`config.mk`:
```
export PLATFORM = sky130hd
export DESIGN_NAME = ssm_mux
export DESIGN_NICKNAME = d
export VERILOG_FILES = /design/src/hw/ssm_pkg.sv /design/src/hw/ssm_mux.sv
export SDC_FILE = /design/constraint.sdc
export NUM_CORES = 1
export LEC_CHECK = 0
export BUFFER_PORTS_ARGS = -buffer_cell sky130_fd_sc_hd__buf_4
export CAP_MARGIN = 20
export CORE_MARGIN = 5
export CORE_UTILIZATION = 43
export DETAILED_ROUTE_END_ITERATION = 8
export GPL_ROUTABILITY_DRIVEN = 0
export PLACE_DENSITY = 0.87
export REMOVE_ABC_BUFFERS = 1
export SLEW_MARGIN = 20
export SYNTH_ARGS = -nofsm -noshare
export SYNTH_HDL_FRONTEND = slang
export SYNTH_SLANG_ARGS = --single-unit
```
`constraint.sdc`:
```
create_clock -name mclk -period 1.1 [get_ports mclk]
set_input_delay 0.33 -clock mclk [delete_from_list [all_inputs] [get_ports mclk]]
set_output_delay 0.33 -clock mclk [all_outputs]
set_load 0.01 [all_outputs]
```
`src/hw/ssm_pkg.sv`:
```
// package for the shared serial port multiplexer: mode encodings and carrier structs
// assumes one peripheral clock; select bits come from system control logic on that clock
package ssm_pkg;

  // which unit owns the five shared pads
  typedef enum logic [1:0] {
    SSM_MODE_SYNC = 2'b00,
    SSM_MODE_TEL = 2'b01,
    SSM_MODE_MM = 2'b11
  } ssm_mode_e;

  localparam logic SSM_SERIAL_UNIT_SELECT_BIT_RESET = 1'b0;
  localparam logic SSM_CPSEL_RESET = 1'b0;
  localparam logic SSM_MODE_RESET_IS_SYNC = 1'b1;
  localparam int SSM_SYNC_STAGES = 2;

  // unit side outputs toward the pads
  typedef struct packed {
    logic bit_clock;
    logic data_out;
    logic frame;
  } ssm_unit_tx_s;

  // sync serial unit extra drive controls (master role)
  typedef struct packed {
    logic bit_clock_oe;
    logic tx_frame_oe;
    logic rx_frame;
    logic rx_frame_oe;
  } ssm_sync_ctl_s;

  // receive side delivered to a unit
  typedef struct packed {
    logic bit_clock;
    logic data_in;
    logic tx_frame;
    logic rx_frame;
  } ssm_unit_rx_s;

  // pad output bundle: value and enable per pad
  typedef struct packed {
    logic clk_o;
    logic clk_oe;
    logic txd_o;
    logic txd_oe;
    logic txfr_o;
    logic txfr_oe;
    logic rxfr_o;
    logic rxfr_oe;
  } ssm_pad_out_s;

endpackage : ssm_pkg

```
`src/hw/ssm_mux.sv`:
```
// shared serial port multiplexer: places one of three serial units onto five shared pads
// assumes pads are resolved outside (pull-up on the rx frame pad); unit signals are on mclk
// assumes a pad output enable is high while this block drives that pad
// assumes the select bits are settled system control state on mclk
`timescale 1ns/1ps

// Overview of operation
// - serial unit select bit chooses sync serial unit or telephony unit
// - codec port select bit chooses the multimedia port over the other two
// - exactly one unit owns the pads; others neither drive nor sample them
// - bit clock pad outputs multimedia or telephony clock; bidirectional in sync mode
// - tx data pad carries the selected unit's transmit data
// - rx data pad is routed only to the selected unit
// - tx frame pad outputs sample clock or frame sync; bidirectional in sync mode
// - rx frame pad used only in sync mode; otherwise undriven, held by pull-up
// - sync mode supports master driving clock and frames, slave receiving them
module ssm_mux
  import ssm_pkg::*;
(
  input wire logic mclk,
  input wire logic reset_n,
  input wire logic serial_unit_select_bit,
  input wire logic codec_port_select_bit,
  input wire ssm_unit_tx_s multimedia_tx,
  input wire ssm_unit_tx_s telephony_tx,
  input wire ssm_unit_tx_s sync_tx,
  input wire ssm_sync_ctl_s sync_ctl,
  input wire logic bit_clock_pad_i,
  input wire logic rx_data_pad_i,
  input wire logic tx_frame_pad_i,
  input wire logic rx_frame_pad_i,
  output ssm_pad_out_s pads,
  output ssm_unit_rx_s multimedia_rx,
  output ssm_unit_rx_s telephony_rx,
  output ssm_unit_rx_s sync_rx,
  output ssm_mode_e mode
);

  // reset release pair
  logic rst_meta;
  logic rst_sync_n;
  // raw pad levels and their two stage synchronised copies
  logic [3:0] pad_raw;
  logic [3:0] pad_meta;
  logic [3:0] pad_sync;
  // select decode ahead of the mode register
  ssm_mode_e next_mode;

  // reset release through two flops so the mux leaves reset on a clean edge;
  // assertion stays asynchronous so pads let go even without a clock
  always_ff @(posedge mclk or negedge reset_n) begin
    if (!reset_n) begin
      rst_meta <= 1'b0;
      rst_sync_n <= 1'b0;
    end else begin
      rst_meta <= 1'b1;
      rst_sync_n <= rst_meta;
    end
  end

  // pad order within the synchroniser: clock, rx data, tx frame, rx frame
  assign pad_raw = {rx_frame_pad_i, tx_frame_pad_i, rx_data_pad_i, bit_clock_pad_i};

  // pad inputs come from the far chip's clock domain: two flop synchroniser
  // per pad; only the second stage is read, the first may be metastable
  for (genvar p = 0; p < 4; p++) begin : g_pad_sync
    always_ff @(posedge mclk or negedge rst_sync_n) begin
      if (!rst_sync_n) begin
        pad_meta[p] <= 1'b1;
        pad_sync[p] <= 1'b1;
      end else begin
        pad_meta[p] <= pad_raw[p];
        pad_sync[p] <= pad_meta[p];
      end
    end
  end

  // select decode; codec port select wins so a stray serial select can
  // never pull the pads away from the multimedia port
  function automatic ssm_mode_e decode_mode(
    input logic cp_sel,
    input logic ser_sel
  );
    ssm_mode_e m;
    if (cp_sel) begin
      m = SSM_MODE_MM;
    end else if (ser_sel) begin
      m = SSM_MODE_TEL;
    end else begin
      m = SSM_MODE_SYNC;
    end
    return m;
  endfunction : decode_mode

  // next mode feeds both the pad drive and the mode register
  always_comb begin
    next_mode = decode_mode(codec_port_select_bit, serial_unit_select_bit);
  end

  // mode register; reset leaves the sync serial unit selected in slave role,
  // so nothing is driven onto clock or frames until the unit asks for it
  always_ff @(posedge mclk or negedge rst_sync_n) begin
    if (!rst_sync_n) begin
      mode <= SSM_MODE_SYNC;
    end else begin
      mode <= next_mode;
    end
  end

  // pad drive per mode; a switch hands the pads over in one edge with no
  // dead cycle, so far chips must tolerate the swap landing mid-frame
  function automatic ssm_pad_out_s drive_pads(
    input ssm_mode_e sel,
    input ssm_unit_tx_s mm,
    input ssm_unit_tx_s tel,
    input ssm_unit_tx_s sy,
    input ssm_sync_ctl_s ctl
  );
    ssm_pad_out_s p;
    p = '0;
    case (sel)
      SSM_MODE_MM: begin
        // sample clock on the tx frame pad; rx frame left to its pull-up
        p.clk_o = mm.bit_clock;
        p.clk_oe = 1'b1;
        p.txd_o = mm.data_out;
        p.txd_oe = 1'b1;
        p.txfr_o = mm.frame;
        p.txfr_oe = 1'b1;
        p.rxfr_oe = 1'b0;
      end
      SSM_MODE_TEL: begin
        // frame sync on the tx frame pad; rx frame left to its pull-up
        p.clk_o = tel.bit_clock;
        p.clk_oe = 1'b1;
        p.txd_o = tel.data_out;
        p.txd_oe = 1'b1;
        p.txfr_o = tel.frame;
        p.txfr_oe = 1'b1;
        p.rxfr_oe = 1'b0;
      end
      SSM_MODE_SYNC: begin
        // master drives clock and frames, slave leaves them to the far chip
        p.clk_o = sy.bit_clock;
        p.clk_oe = ctl.bit_clock_oe;
        p.txd_o = sy.data_out;
        p.txd_oe = 1'b1;
        p.txfr_o = sy.frame;
        p.txfr_oe = ctl.tx_frame_oe;
        p.rxfr_o = ctl.rx_frame;
        p.rxfr_oe = ctl.rx_frame_oe;
      end
      default: begin
        // unused encoding: release every pad
        p = '0;
      end
    endcase
    return p;
  endfunction : drive_pads

  // pad register: every pad output comes from a flop; it follows the
  // selects one edge later, in step with the mode register
  always_ff @(posedge mclk or negedge rst_sync_n) begin
    if (!rst_sync_n) begin
      pads <= '0;
    end else begin
      pads <= drive_pads(next_mode, multimedia_tx, telephony_tx, sync_tx, sync_ctl);
    end
  end

  // receive view of one unit: idle-high unless that unit owns the pads;
  // only the sync unit takes clock and frames in from the pads (slave role)
  function automatic ssm_unit_rx_s route_rx(
    input ssm_mode_e cur,
    input ssm_mode_e unit,
    input logic [3:0] pin
  );
    ssm_unit_rx_s r;
    // unselected units read all ones so their receivers stay idle
    r = '1;
    if (cur == unit) begin
      r.data_in = pin[1];
      if (unit == SSM_MODE_SYNC) begin
        r.bit_clock = pin[0];
        r.tx_frame = pin[2];
        r.rx_frame = pin[3];
      end
    end
    return r;
  endfunction : route_rx

  // multimedia port receive; routed by the registered mode, so a unit
  // sees pad data one cycle after it has taken over the pad drive
  always_ff @(posedge mclk or negedge rst_sync_n) begin
    if (!rst_sync_n) begin
      multimedia_rx <= '1;
    end else begin
      multimedia_rx <= route_rx(mode, SSM_MODE_MM, pad_sync);
    end
  end

  // telephony codec receive
  always_ff @(posedge mclk or negedge rst_sync_n) begin
    if (!rst_sync_n) begin
      telephony_rx <= '1;
    end else begin
      telephony_rx <= route_rx(mode, SSM_MODE_TEL, pad_sync);
    end
  end

  // sync serial receive; in master role the pads echo this block's own
  // clock and frames back, which the unit may ignore
  always_ff @(posedge mclk or negedge rst_sync_n) begin
    if (!rst_sync_n) begin
      sync_rx <= '1;
    end else begin
      sync_rx <= route_rx(mode, SSM_MODE_SYNC, pad_sync);
    end
  end

endmodule : ssm_mux

```
After elaboration in Yosys (flattened, before gate mapping)

Index checks and enable logic that the tools add are counted.

Reduce and logical (&&, ||, !) cells: 2
Eq/ne operators: 4
Multiplexer cells: 8

Operators by type and width:

| operator                                                         | count |
|---|---|
| 6-bit case mux with 3 select lines                               | 1 |
| 1-bit two-way mux                                                | 5 |
| 2-bit by 1-bit == test with 1-bit output (second input constant) | 2 |
| 2-bit == test (second input constant)                            | 2 |
| 2-bit zero test                                                  | 2 |
| 4-bit two-way mux                                                | 1 |
| 2-bit two-way mux                                                | 1 |

Input bits: 21
Register bits: 26
Word-level logic and storage cells: 39

Logic depth before layout (Yosys ltp)

Depth in word-level cells: 4
Gate-level depth with buffers: 3
Depth with buffers taken out: 2

Least setup slack after synthesis

OpenSTA, ideal clock, no wires.

Path type: input to register
From: in serial_unit_select_bit
To: reg pads[2] (netlist name)
Path buffers: 1
Required time: 969 ps
Arrival time: 761 ps
Path slack: 207 ps
Stages on the path: 2
Path through: buf_6 > or3_1

Word-level cells in the longest chain between the ends: 4
Elaborated cells on any way between the ends: 6

RTL lines:

| what                                                                   | RTL line       | RTL |
|---|---|---|
| start, declared                                                        | ssm_mux.sv:22  | `input wire logic serial_unit_select_bit,` |
| 1-bit two-way mux (*)                                                  | ssm_mux.sv:87  | `end else if (ser_sel) begin` |
| 2-bit two-way mux (*)                                                  | ssm_mux.sv:85  | `if (cp_sel) begin` |
| 2-bit by 1-bit == test with 1-bit output, or another cell as far along | ssm_mux.sv:121 | `case (sel)` |
| 6-bit case mux with 3 select lines (*)                                 | ssm_mux.sv:121 |  |
| end signal, assigned                                                   | ssm_mux.sv:167 | `pads <= drive_pads(next_mode, multimedia_tx, telephony_tx, sync_tx, sync_ctl);` |
| end, declared                                                          | ssm_mux.sv:32  | `output ssm_pad_out_s pads,` |

Mark *: on every way between the ends. The rest lies on a longest branch, timed or not.

Worst setup path in the final report

From: reg sync_rx[3] (netlist name)
To: out sync_rx[3] (netlist name)

RTL lines:

| what                   | RTL line       | RTL |
|---|---|---|
| start, declared        | ssm_mux.sv:35  | `output ssm_unit_rx_s sync_rx,` |
| start signal, assigned | ssm_mux.sv:217 | `sync_rx <= route_rx(mode, SSM_MODE_SYNC, pad_sync);` |

No word-level cell between the ends.

==> flow_summary.json <==
{
  "rsz0062_at_grt": "true",
  "ant_nets": 0,
  "ys_types": 15,
  "rr_startpoint": "mode[1]",
  "rows": 16,
  "synth_top_family_by_area": "simple AND/OR/NAND/NOR gates",
  "num_io_pins": 43,
  "path_class": "register to output port",
  "vias": 539,
  "io_buffer_count": 36,
  "route.detailed.drc": 0,
  "final_util_pct": 64.8,
  "status": "finished, violations left",
  "muxShareOfSynthArea_pct": 3.47,
  "numCtsBuffers": 3,
  "avgViaCountPerCell": 4.24,
  "grt_pass1_wl_um": 2210,
  "path_buf_inv": 1,
  "layout-drive-gt1-share_pct": 58.0,
  "power.density_nw_per_um2": 1300,
  "holdWs_ps": 119,
  "die_h_um": 54.8,
  "start_util_pct": 44.5,
  "die_w_um": 54.8,
  "mostFrequentLayoutCell": "buf_4",
  "skew_ps": 6.03,
  "wl_um": 1480,
  "ys_warn_count": 0,
  "finalPower_uw": 1640,
  "ir_worst_vdd_mv": 0.697,
  "use_met2_pct": 19.5,
  "grt_max_degree": 25,
  "clock.fmax_ghz": 0.778,
  "fin_ws_ps": -186,
  "diodes": 0,
  "dieArea_um2": 3010,
  "drt_iter0_drc": 0,
  "numClockSinks": 26,
  "crit_slowest_cell": "dfstp_2",
  "cpPeakStageDelay_ps": 550,
  "use_met1_pct": 11.4,
  "antenna_found_initial": 0,
  "fin_crit_ps": 1290,
  "synth-xor-area-share_pct": 0,
  "syn_to_final_growth_pct": 45.4,
  "cp-start-kind": "register",
  "synthAdderAreaFrac_pct": 0,
  "critical_path.top_delay_family": "flip-flops",
  "grt_util_met3_pct": 3.54,
  "coreArea_um2": 1940,
  "hold_end": "pad_meta[0]",
  "whs_path_depth": 1,
  "root_buffer": "clkbuf_4",
  "cts_tree": "built",
  "grt_usage_pct": 10.9,
  "clock_latency_ps": 310,
  "cp_data_arrival_time_ps": 960,
  "violations": "negative setup slack",
  "ys_seq_elements": 26,
  "r2r-end": "sync_rx[1]",
  "hold_start": "bit_clock_pad_i",
  "final_cell_mix": "23 x buf_4, 16 x buf_6, 14 x dfstp_2, 12 x dfrtp_1, 8 x conb_1",
  "finalSetupViolations": 16,
  "finalMaxSlewViolations": 0,
  "busiest_layer": "met2",
  "fin_nets": 122,
  "grt-ovfl-total": 0,
  "reg2reg_depth": 2,
  "dp_hpwl_um": 1090,
  "synth-compound-area-share_pct": 1.74,
  "synthSimpleGateAreaFrac_pct": 9.70,
  "clk_path_buf_depth": 2,
  "p_leak_uw": 0.000595,
  "crit_fanout": 1,
  "grt_pass1_vias": 530,
  "crit_required_ps": 770,
  "worstPathCellList": "buf_6",
  "drt-wirelength-per-cell_um": 11.7,
  "post-route-period-util_pct": 117,
  "h-tree-depth": 1,
  "maxCapViolations": 0,
  "syn_area_um2": 865,
  "yosysSeqAreaShare_pct": 77.3,
  "nFillCells": 162,
  "hold_viol": 0,
  "cp-end-kind": "output port",
  "reg2reg_slack_ps": 80,
  "min_path_type": "input port to register",
  "synth.avg_cell_area_um2": 15.4,
  "clk_pin_slew_worst_paths_ps": 130,
  "dr.pass1.iters": 1,
  "syn_inst": 56
}
-- logic make-up after synthesis --
logic type / count (synthesis)
other: 1
and+or+nand+nor: 14
buffers and inverters: 9
muxes: 3
DFF: 26
AOI/OAI and AO/OA: 3
-- cells in the mapped netlist --
master / n / share of area (%)
dfstp_2: 14 / 43
mux2i_1: 3 / 3.5
or3b_1: 1 / 1.0
nor2_2: 1 / 0.72
or3_1: 6 / 4.3
or2_4: 1 / 1.0
inv_1: 2 / 0.87
dfrtp_1: 12 / 35
nand3b_1: 1 / 0.87
conb_1: 1 / 0.43
buf_4: 6 / 5.2
buf_6: 1 / 1.3
o21ai_0: 3 / 1.7
nand2_1: 3 / 1.3
nor2_1: 1 / 0.43
-- power breakdown --
group / switching (uW) / internal, uW
sequential: 19.0 / 1020
clock: 252 / 141
combinational: 85.1 / 122
-- sequential cells by signal (all words and copies together) (netlist names) --
signal,count
sync_rx,4
pad_sync,4
pads,8
multimedia_rx,1
telephony_rx,1
rst_meta,1
mode,2
rst_sync_n,1
pad_meta,4
-- layer usage --
layer,routed length (um),vias up,part of all wire [%]
met1,520,248,35
met2,776,31,52
met5,0,-,0
met4,16,0,1.1
met3,166,2,11
li1,-,258,-
-- through the flow --
| step | area, um^2 | setup WS [ps] | TNS [ps] | instances |
|---|---|---|---|---|
| CTS | 1260 | -197 | -1830 | 127 |
| detailed placement | 1150 | 129 | 0 | 120 |
| global route | 1260 | -223 | -2300 | 127 |
| finish | 1260 | -186 | -1640 | 127 |
| floorplan | 835 | 216 | 0 | 56 |
| global placement | 1150 | 144 | 0 | 120 |
-- what timing repair did --
item	in CTS	in global routing
pin swaps	0	0
hold buffers	1	0
endpoints found under the setup margin	16	16
gates resized for setup	16	0
setup buffers	2	0
hold endpoints to repair	2	0
-- area by class of cell --
class / count / area, um^2 / area share (%)
clock buffer: 4 / 26.3 / 2.09
inverter: 2 / 7.51 / 0.597
multi-input combinational: 28 / 159 / 12.6
sequential: 26 / 668 / 53.1
tap: 27 / 33.8 / 2.69
timing repair buffer: 40 / 363 / 28.9
-- how the worst max path moves through the flow --
stage / to / start / slack, ps / depth (start not counted)
floorplan: telephony_rx[2] / mode[1] / 220 / 1
global placement: pads[2] / codec_port_select_bit / 140 / 2
detailed placement: pads[2] / codec_port_select_bit / 130 / 2
CTS: sync_rx[3] / sync_rx[3] / -200 / 1
global route: sync_rx[3] / sync_rx[3] / -220 / 1
finish: sync_rx[3] / sync_rx[3] / -190 / 1
Note: power is estimated with default switching activity, not from simulation.
